File: src/vgp_pkg.sv
// package: constants, types and field assembly for the coefficient bank regs
package vgp_pkg;

    // control port geometry
    localparam int VGP_AW        = 8;
    localparam int VGP_DW        = 8;
    localparam int VGP_BANK_REGS = 9;
    localparam int VGP_SEED_REGS = 4;
    localparam int VGP_IDX_W     = 4;

    // bank 0 register offsets
    localparam logic [7:0] MSYNC_GAIN_LOW    = 8'h17;
    localparam logic [7:0] LUMA_GAIN_LOW     = 8'h18;
    localparam logic [7:0] U_GAIN_LOW        = 8'h19;
    localparam logic [7:0] V_GAIN_LOW        = 8'h1A;
    localparam logic [7:0] GAIN_HIGH_BITS    = 8'h1B;
    localparam logic [7:0] LUMA_OFFSET_LOW   = 8'h1C;
    localparam logic [7:0] OFFSET_MSYNC_HIGH = 8'h1D;
    localparam logic [7:0] PHASE_LOW_VFLIP   = 8'h1E;
    localparam logic [7:0] PHASE_HIGH        = 8'h1F;
    localparam logic [7:0] BANK0_BASE        = 8'h17;
    localparam logic [7:0] BANK1_BASE        = 8'h27;

    // subcarrier seed offsets
    localparam logic [7:0] SUBCARRIER_SEED_BITS_3_0   = 8'h20;
    localparam logic [7:0] SUBCARRIER_SEED_BITS_11_4  = 8'h21;
    localparam logic [7:0] SUBCARRIER_SEED_BITS_19_12 = 8'h22;
    localparam logic [7:0] SUBCARRIER_SEED_BITS_27_20 = 8'h23;
    localparam logic [7:0] SEED_BASE                  = 8'h20;

    // values after reset and writable bit masks (reserved bits store zero)
    localparam logic [7:0] VGP_REG_RESET = 8'h00;
    localparam logic [VGP_BANK_REGS-1:0][7:0] BANK_WMASK =
        {8'hFF, 8'hFF, 8'h07, 8'hFF, 8'hFB, 8'hFF, 8'hFF, 8'hFF, 8'hFF};
    localparam logic [VGP_SEED_REGS-1:0][7:0] SEED_WMASK =
        {8'hFF, 8'hFF, 8'hFF, 8'hF0};

    // field positions inside the split registers
    localparam int LUMA_HI_LSB   = 6;
    localparam int U_HI_LSB      = 3;
    localparam int V_HI_LSB      = 0;
    localparam int MSYNC_HI_LSB  = 0;
    localparam int OFFSET_HI_BIT = 2;
    localparam int PHASE_LO_LSB  = 1;
    localparam int VFLIP_BIT     = 0;
    localparam int SEED_LO_LSB   = 4;
    localparam int SEED_W        = 28;

    typedef logic [VGP_BANK_REGS-1:0][7:0] vgp_bank_regs_t;
    typedef logic [VGP_SEED_REGS-1:0][7:0] vgp_seed_regs_t;

    typedef struct packed {
        logic [9:0]  mixed_sync_scale;
        logic [9:0]  luma_gain_coef;
        logic [10:0] u_chroma_gain;
        logic [9:0]  v_chroma_gain;
        logic [8:0]  luma_rgb_offset;
        logic [14:0] system_phase_offset;
        logic        pal_v_sign_flip;
    } vgp_coef_t;

    typedef struct packed {
        logic       wr;
        logic       rd;
        logic [7:0] addr;
        logic [7:0] wdata;
    } vgp_ctl_req_t;

    typedef struct packed {
        logic       rvalid;
        logic [7:0] rdata;
    } vgp_ctl_rsp_t;

    typedef struct packed {
        vgp_seed_regs_t    seed;
        vgp_coef_t         coef_out;
        logic [SEED_W-1:0] seed_out;
        logic              bank_out;
        vgp_ctl_rsp_t      rsp;
    } vgp_regs_state_t;

    // index of a register within a block starting at base
    function automatic logic [VGP_IDX_W-1:0] vgp_index(
        input logic [7:0] addr, input logic [7:0] base);
        logic [7:0] diff;
        diff = addr - base;
        return diff[VGP_IDX_W-1:0];
    endfunction : vgp_index

    function automatic logic vgp_in_range(
        input logic [7:0] addr, input logic [7:0] base, input int n);
        return (addr >= base) && ({24'h0, addr} < {24'h0, base} + n);
    endfunction : vgp_in_range

    // split fields joined into whole coefficients
    function automatic vgp_coef_t vgp_assemble(input vgp_bank_regs_t r);
        vgp_coef_t c;
        c.mixed_sync_scale = {r[6][MSYNC_HI_LSB +: 2], r[0]};
        c.luma_gain_coef   = {r[4][LUMA_HI_LSB +: 2], r[1]};
        c.u_chroma_gain    = {r[4][U_HI_LSB +: 3], r[2]};
        c.v_chroma_gain    = {r[4][V_HI_LSB +: 2], r[3]};
        c.luma_rgb_offset  = {r[6][OFFSET_HI_BIT], r[5]};
        c.system_phase_offset = {r[8], r[7][PHASE_LO_LSB +: 7]};
        c.pal_v_sign_flip  = r[7][VFLIP_BIT];
        return c;
    endfunction : vgp_assemble

endpackage : vgp_pkg

File: src/vgp_coef_bank.sv
// one stored set of processing coefficients
`timescale 1ns/1ps
`default_nettype none
module vgp_coef_bank
    import vgp_pkg::*;
(
    // clock and reset
    input  wire logic                    core_clk,
    input  wire logic                    nrst,
    // write side
    input  wire logic                    wr_en,
    input  wire logic [VGP_IDX_W-1:0]    wr_idx,
    input  wire logic [VGP_DW-1:0]       wr_data,
    // stored bytes and joined fields
    output var  vgp_pkg::vgp_bank_regs_t regs,
    output var  vgp_pkg::vgp_coef_t      coef
);
    vgp_bank_regs_t next_regs;

    // writes into one bank never disturb the other, the pin only selects
    always_comb begin
        next_regs = regs;
        if (wr_en) begin
            next_regs[wr_idx] = wr_data & BANK_WMASK[wr_idx];
        end
    end

    always_ff @(posedge core_clk or negedge nrst) begin
        if (!nrst) begin
            regs <= {VGP_BANK_REGS{VGP_REG_RESET}};
        end else begin
            regs <= next_regs;
        end
    end

    always_comb begin
        coef = vgp_assemble(regs);
    end
endmodule : vgp_coef_bank
`default_nettype wire

File: src/vgp_regs.sv
// coefficient bank and subcarrier seed registers behind the control port
`timescale 1ns/1ps
`default_nettype none
module vgp_regs
    import vgp_pkg::*;
(
    // clock and reset
    input  wire logic                 core_clk,
    input  wire logic                 nrst,
    // bank select pin
    input  wire logic                 buffer_sel,
    // control port
    input  wire vgp_pkg::vgp_ctl_req_t ctl_req,
    output var  vgp_pkg::vgp_ctl_rsp_t ctl_rsp,
    // values applied to the processing path
    output var  vgp_pkg::vgp_coef_t   coef_out,
    output var  logic [27:0]          seed_out,
    output var  logic                 bank_out
);
    import vgp_pkg::*;

    vgp_regs_state_t          st;
    vgp_regs_state_t          next_st;
    vgp_bank_regs_t           b0_regs;
    vgp_bank_regs_t           b1_regs;
    vgp_coef_t                b0_coef;
    vgp_coef_t                b1_coef;
    logic                     b0_hit;
    logic                     b1_hit;
    logic                     seed_hit;
    logic [VGP_IDX_W-1:0]     b0_idx;
    logic [VGP_IDX_W-1:0]     b1_idx;
    logic [VGP_IDX_W-1:0]     seed_idx;
    logic [VGP_DW-1:0]        rd_byte;

    // address decode
    always_comb begin
        b0_hit   = vgp_in_range(ctl_req.addr, BANK0_BASE, VGP_BANK_REGS);
        b1_hit   = vgp_in_range(ctl_req.addr, BANK1_BASE, VGP_BANK_REGS);
        seed_hit = vgp_in_range(ctl_req.addr, SEED_BASE, VGP_SEED_REGS);
        b0_idx   = vgp_index(ctl_req.addr, BANK0_BASE);
        b1_idx   = vgp_index(ctl_req.addr, BANK1_BASE);
        seed_idx = vgp_index(ctl_req.addr, SEED_BASE);
    end

    // bank zero, 0x17 to 0x1F
    vgp_coef_bank u_bank0 (
        .core_clk (core_clk),
        .nrst     (nrst),
        .wr_en    (ctl_req.wr && b0_hit),
        .wr_idx   (b0_idx),
        .wr_data  (ctl_req.wdata),
        .regs     (b0_regs),
        .coef     (b0_coef)
    );

    // second bank, separate storage at 0x27 to 0x2F
    vgp_coef_bank u_bank1 (
        .core_clk (core_clk),
        .nrst     (nrst),
        .wr_en    (ctl_req.wr && b1_hit),
        .wr_idx   (b1_idx),
        .wr_data  (ctl_req.wdata),
        .regs     (b1_regs),
        .coef     (b1_coef)
    );

    // read mux; unmapped and reserved offsets answer zero
    always_comb begin
        if (b0_hit) begin
            rd_byte = b0_regs[b0_idx];
        end else if (b1_hit) begin
            rd_byte = b1_regs[b1_idx];
        end else if (seed_hit) begin
            rd_byte = st.seed[seed_idx[1:0]];
        end else begin
            rd_byte = VGP_REG_RESET;
        end
    end

    always_comb begin
        next_st = st;
        next_st.rsp.rvalid = ctl_req.rd;
        if (ctl_req.rd) begin
            next_st.rsp.rdata = rd_byte;
        end
        // reserved seed bits are dropped so they never leak into the seed
        if (ctl_req.wr && seed_hit) begin
            next_st.seed[seed_idx[1:0]] =
                ctl_req.wdata & SEED_WMASK[seed_idx[1:0]];
        end
        // the pin picks a stored set; registering it avoids mid-cycle mixes
        if (buffer_sel) begin
            next_st.coef_out = b1_coef;
        end else begin
            next_st.coef_out = b0_coef;
        end
        next_st.bank_out = buffer_sel;
        next_st.seed_out = {st.seed[3], st.seed[2], st.seed[1],
                            st.seed[0][SEED_LO_LSB +: 4]};
    end

    always_ff @(posedge core_clk or negedge nrst) begin
        if (!nrst) begin
            st <= '0;
        end else begin
            st <= next_st;
        end
    end

    always_comb begin
        ctl_rsp  = st.rsp;
        coef_out = st.coef_out;
        seed_out = st.seed_out;
        bank_out = st.bank_out;
    end
endmodule : vgp_regs
`default_nettype wire

File: config.mk
export PLATFORM = sky130hd
export DESIGN_NAME = vgp_regs
export DESIGN_NICKNAME = d
export VERILOG_FILES = /design/src/vgp_pkg.sv /design/src/vgp_coef_bank.sv /design/src/vgp_regs.sv
export SDC_FILE = /design/constraint.sdc
export NUM_CORES = 1
export LEC_CHECK = 0
export BUFFER_PORTS_ARGS = -buffer_cell sky130_fd_sc_hd__buf_2
export CAP_MARGIN = 5
export CELL_PAD_IN_SITES_DETAIL_PLACEMENT = 1
export CELL_PAD_IN_SITES_GLOBAL_PLACEMENT = 2
export CORE_MARGIN = 2
export CORE_UTILIZATION = 25
export CTS_BUF_LIST = sky130_fd_sc_hd__clkbuf_4 sky130_fd_sc_hd__clkbuf_8 sky130_fd_sc_hd__clkbuf_16
export CTS_CLUSTER_SIZE = 10
export DETAILED_ROUTE_END_ITERATION = 8
export PLACE_DENSITY_LB_ADDON = 0.1
export SKIP_CTS_REPAIR_TIMING = 1
export SYNTH_ARGS = -nofsm -noshare
export SYNTH_HDL_FRONTEND = slang
export SYNTH_SLANG_ARGS = --single-unit
File: constraint.sdc
create_clock -name core_clk -period 2.2 [get_ports core_clk]
set_clock_uncertainty 0.1 [all_clocks]
set_input_delay 0.33 -clock core_clk [delete_from_list [all_inputs] [get_ports core_clk]]
set_output_delay 0.33 -clock core_clk [all_outputs]
set_load 0.02 [all_outputs]
* Word-level counts from Yosys, hierarchy flattened
Memory sizes are Yosys's and may differ from the RTL's.
Cells that the tools add are included.
** Word-level totals
- Register bits after elaboration :: 280
- Bits in read-only memories :: 256
- Input bits :: 21
- Output and inout bits :: 104
- Logic and storage cells :: 85
- Memories :: 2
** Cells by class
- Add/sub/neg operators :: 3
- Magnitude comparators :: 12
- Mux-type cells :: 23
- Bitwise logic cells :: 3
- Reductions and logical operators :: 9
** Memories
- (no name shown) :: depth 16, bits a word 8, rd ports 1, clocked after memory_dff 0, wr ports 0, RTL line vgp_coef_bank.sv:24 : next_regs[wr_idx] = wr_data & BANK_WMASK[wr_idx];
- (no name shown) :: depth 16, bits a word 8, rd ports 1, clocked after memory_dff 0, wr ports 0, RTL line vgp_coef_bank.sv:24
** Operators by type and width (count)
- $bwmux 72 :: 2
- $mux 8 :: 12
- $mux 66 :: 1
- $bmux 8 s4 :: 2
- $demux 8 s4 :: 2
- $bmux 8 s2 :: 2
- $bwmux 32 :: 1
- $and 8x8->8 :: 3
- $lt 8x6->1 const B :: 3
- $demux 8 s2 :: 1
- $ge 8x6->1 const B :: 2
- $lt 4x5->1 const B :: 2
- $logic_and 1x1->1 :: 9
- $ge 4x1->1 const B :: 2
- $ge 8x5->1 const B :: 1
- $sub 4x3->4 const B :: 2
- $lt 2x3->1 const B :: 1
- $ge 2x1->1 const B :: 1
- $sub 2x1->2 const B :: 1

* Logic depth before layout (Yosys ltp)
- Word-level depth :: 6
- Gate-level depth with buffers :: 12

* By module
A second synthesis with hierarchy kept.
** Unflattened totals
- Cells, all modules :: 1033
- Area, all modules :: 13767.0 µm²
** By module, submodules not included
- vgp_regs :: instances 1, cells each 565, area each 7170.6 µm², sequential area each 3403.3 µm²
- vgp_coef_bank :: instances 2, cells each 234, area each 3298.2 µm², sequential area each 1801.7 µm²

* Worst setup path before layout
OpenSTA, ideal clock, no wires.
- Kind :: input-to-reg
- Start point :: input ctl_req[8] (netlist bit)
- End point :: register st, in the netlist ctl_rsp[3]
- Library setup time :: 0.144 ns
- Data arrival time :: 3.017 ns
- Data required time :: 1.956 ns
- Setup slack :: -1.061 ns
- Cell stages on the path :: 12
- Buffers on the path :: 6
- Cells stage by stage :: buf_4 > buf_4 > buf_2 > buf_2 > inv_1 > ha_1 > buf_2 > buf_4 > mux4_2 > nor3b_1 > a2111oi_0 > a211oi_2
** Between the ends
- Longest elaborated chain between the ends :: 6
- Elaborated cells on any way between the ends :: 21
- Classes of those cells :: 3 x add/sub; 6 x order compare; 9 x mux; 3 x reduce/logical
** RTL lines
- start: declaration :: RTL line vgp_regs.sv:13 : input wire vgp_pkg::vgp_ctl_req_t ctl_req,
- branches (longest 5 deep; another with $sub 4x3->4)
- $mux 8 * :: RTL line vgp_regs.sv:70 : if (b0_hit) begin
- end signal: assignment :: RTL line vgp_regs.sv:107 : st <= next_st;
- end: declaration :: RTL line vgp_regs.sv:22 : vgp_regs_state_t st;
Every way passes the cells marked *. The select of a mux whose other input is x is not followed.
A chain may end at the register's enable or synchronous reset.

* Worst setup path in the final report
- Start point :: input ctl_req[9] (netlist bit)
- End point :: register st, in the netlist ctl_rsp[3]
The elaborated chain is that of the path after synthesis.

==> metrics <==
run status completed; endpoint kind of the worst setup timing path register; vias in the first global route about 8300; number of clock buffers inserted by TritonCTS 36; most repeated library cell on the critical path sky130_fd_sc_hd__buf_4; die width 229 um; sequential cell area in the final layout about 7000 um^2; antenna-violating nets left 0; net load switching power slightly above 3 mW; part of the total power dissipated in the clock network 46.5%; highest fanout seen on the critical path 6; Reg clk slew, reported paths around 60 ps; count of H-tree levels built during CTS 2; library cell contributing the largest single delay on the critical path sky130_fd_sc_hd__mux4_2; leak pwr 7.60 nW; Crit path largest cell delay approximately 530 ps; required time at the worst-slack endpoint ~2500 ps; distinct cell type count of the synthesized netlist 48; capture point of the worst reg-to-reg path ctl_rsp[4]; CTS Root Cell sky130_fd_sc_hd__clkbuf_16; number of enable-type register cells in the synthesized netlist 0; Bufs and invs on worst path 5; VDD IR max ~430 uV; Yosys warning total 0; GP Congestion roughly 0.72; average vias per placed instance about 4.3; fraction of final layout cells with drive strength greater than 1 57.6%; starting density of the core between 20 and 30%; startpoint types primary input; Filler Cells Inserted about 5300; Hold Path Stages 2; number of rows created at floorplan 82; Worst Hold Endpoint next_st[20]; dominant cell by count in the synthesized netlist sky130_fd_sc_hd__dfrtp_1; TritonCTS clock tree yes; worst slew pin tran roughly 600 ps; estimated wirelength of the detail-placed design roughly 29000 um; fraction of synthesis flops using an asynchronous set or reset pin 100%; synthesis-to-finish area growth 22.6%; fraction of post-synthesis cell area in the top cell type by area 55.2%; setup slack of the most critical reg-to-reg path between 200 and 300 ps; Worst-Skew Late Latency around 540 ps; number of nets in the finished design about 1000; leading area contributor after synthesis sky130_fd_sc_hd__dfrtp_1; Crit Reg-Reg Startpoint next_st[34]; height of the die 229 um; Sinks on Clock Net 280; total length of routed wires between 30000 and 40000 um; worst slew slack as a fraction of its limit around three fifths; global-route wire length before repair between 50000 and 60000 um; standard cell area after detailed placement about 14000 um^2; sum of negative setup slack 0 ps; Final Instance Area between 15000 and 20000 um^2; top cell family by delay on the critical path buffers and inverters; Max-cap violations 0; Via Count 7334; hold slack final 22.8 ps; dominant synthesized flop cell sky130_fd_sc_hd__dfrtp_1; IO Port Bufs 124; number of antenna violations at the first check in global routing 0; core area 50200 um^2; Post-Syn Area about 13000 um^2; setup repair after global routing missed its margin no; power share of the combinational group roughly a tenth; worst min-delay path startpoint ctl_req[6]; endpoints failing setup 0; power density normalized to cell area around 800 nW/um^2; sequential element share of the synthesized area 55.2%; total design power 12.5 mW; cell count after synthesis slightly below 900; area of the multi-input gates around 4800 um^2; buffer depth of the longest clock path 3; pin count of the biggest net entering global routing 64; Residual DRC 0; combined global-route utilization of all metal layers between 10% and 20%; total internal power around 9.4 mW; mean cell area of the mapped netlist ~15 um^2; fraction of power spent switching nets around a quarter; type of the tightest min-delay check primary input to register; relative contribution of sequential cells to total power between 40% and 50%; time the final worst path needs with I/O delays and setup 1930 ps; highest achievable clock rate 519 MHz; period utilisation layout between 80% and 90%; Hold Fails Final Rpt 0; per-cell routed wire length around 24 um; signal arrival time at the worst endpoint 2240 ps; DR iter-0 viols roughly 310; Pre-Repair DR Iteration Count 4; Die Outline Area about 53000 um^2; Boundary Pins between 100 and 150; Cell Chain, Critical Path buf_2 -> inv_1 -> ha_4 -> buf_4 -> buf_12 -> buf_4 -> mux4_2 -> a22oi_1 -> a211oi_2; register bit count reported by yosys 280; leading cell types by count after synthesis sky130_fd_sc_hd__dfrtp_1, sky130_fd_sc_hd__mux2_2, sky130_fd_sc_hd__buf_4; Post-Syn Nets 900; top post-synthesis cells by area sky130_fd_sc_hd__dfrtp_1, sky130_fd_sc_hd__mux2_2, sky130_fd_sc_hd__mux4_2; final slew viol count 0; worst reg-to-reg path cell count 4; worst setup path class primary input to register; overflow left after global routing 0
## per-stage QoR
stage          setup slack, ps  instances  util (%)
5_1_grt                    164       1684      31.0
6_report                   274       1686      31.0
3_3_place_gp              -352       1627      28.7
4_1_cts                    272       1681      31.0
2_1_floorplan             -424        871         -
3_5_place_dp              -309       1627      28.7
## registers in the layout (all words and copies together), names as in the netlist
signal,cells
seed_out,28
coef_out,66
u_bank1.coef,66
st,4
next_st,28
u_bank1.regs,6
bank_out,1
u_bank0.coef,66
ctl_rsp,9
u_bank0.regs,6
## routing by layer
| metal | vias to the layer above | wire [um] | global-route usage [%] |
|---|---|---|---|
| li1 | 3284 | - | - |
| met2 | 106 | 18800 | 24.7 |
| met1 | 3903 | 19000 | 21.5 |
| met3 | 41 | 1120 | 2.84 |
| met4 | 0 | 669 | 3.57 |
| met5 | - | 0 | 0 |
## power groups by stage
stage / sequential (mW) / combinational (mW) / clock, mW
after floorplan: 5.54 / 0.774 / 0
after global placement: 5.62 / 1.19 / 0
after detailed placement: 5.61 / 1.20 / 0
after CTS: 5.53 / 1.20 / 6.06
after global routing: 5.55 / 1.27 / 6.26
final: 5.52 / 1.17 / 5.80
## how the worst max path moves through the flow
| stage | start | end | cells after the start |
|---|---|---|---|
| final | ctl_req[9] | ctl_rsp[3] | 9 |
| after global routing | ctl_req[8] | u_bank1.coef[38] | 7 |
| after CTS | next_st[27] | ctl_rsp[5] | 4 |
| after detailed placement | ctl_req[9] | ctl_rsp[4] | 9 |
| after global placement | ctl_req[9] | ctl_rsp[4] | 9 |
| after floorplan | ctl_req[8] | ctl_rsp[3] | 12 |
## cell type report
class | count | area share [%]
Sequential cell | 280 | 45.0
Multi-Input combinational cell | 440 | 30.8
Timing Repair Buffer | 235 | 11.3
Clock buffer | 49 | 6.84
Tap cell | 672 | 5.40
Clock inverter | 5 | 0.554
Inverter | 3 | 0.104
Antenna cell | 2 | 0.0321
## cell families after synthesis
| logic type | after synthesis | share of synthesized area [%] |
|---|---|---|
| AOI/OAI and AO/OA | 75 | 4.44 |
| buffers and inverters | 151 | 8.07 |
| muxes | 256 | 26.4 |
| and+or+nand+nor | 99 | 5.05 |
| xor gates and xnor gates | 2 | 0.138 |
| adders and majority gates | 8 | 0.788 |
| DFF | 280 | 55.2 |
## worst reg2reg max path, cell delays in order (launching register included)
cell and delay (ps):
sky130_fd_sc_hd__dfrtp_1 400, sky130_fd_sc_hd__mux4_2 520, sky130_fd_sc_hd__a22o_1 310, sky130_fd_sc_hd__a2111oi_2 410, sky130_fd_sc_hd__a211oi_2 50
## layout by cell type, fill, tap and decap left out, types with 3 or more instances in the layout
master                            n
sky130_fd_sc_hd__a21boi_1         4
sky130_fd_sc_hd__a211oi_2         7
sky130_fd_sc_hd__nor2_1          10
sky130_fd_sc_hd__a22o_1           7
sky130_fd_sc_hd__a22oi_1         10
sky130_fd_sc_hd__nor3_4           3
sky130_fd_sc_hd__o211ai_1         3
sky130_fd_sc_hd__nor3b_1          7
sky130_fd_sc_hd__nor2_2           5
sky130_fd_sc_hd__buf_2          123
sky130_fd_sc_hd__dlygate4sd3_1    3
sky130_fd_sc_hd__nand2_1         27
sky130_fd_sc_hd__ha_1             7
sky130_fd_sc_hd__o21ai_0         16
sky130_fd_sc_hd__mux2_2         212
sky130_fd_sc_hd__clkbuf_4         6
sky130_fd_sc_hd__a2111oi_4        3
sky130_fd_sc_hd__clkbuf_8         5
sky130_fd_sc_hd__dfrtp_1        280
sky130_fd_sc_hd__mux4_2          40
sky130_fd_sc_hd__nand3_1          5
sky130_fd_sc_hd__a21oi_1         11
sky130_fd_sc_hd__nor2b_1         17
sky130_fd_sc_hd__nand2b_1         5
sky130_fd_sc_hd__buf_12          23
sky130_fd_sc_hd__buf_4           85
sky130_fd_sc_hd__nor3_2           3
sky130_fd_sc_hd__clkbuf_16       38
sky130_fd_sc_hd__and2_1           3
sky130_fd_sc_hd__a2111oi_2        4
sky130_fd_sc_hd__mux2_4           4
(Power assumes the default switching activity.)
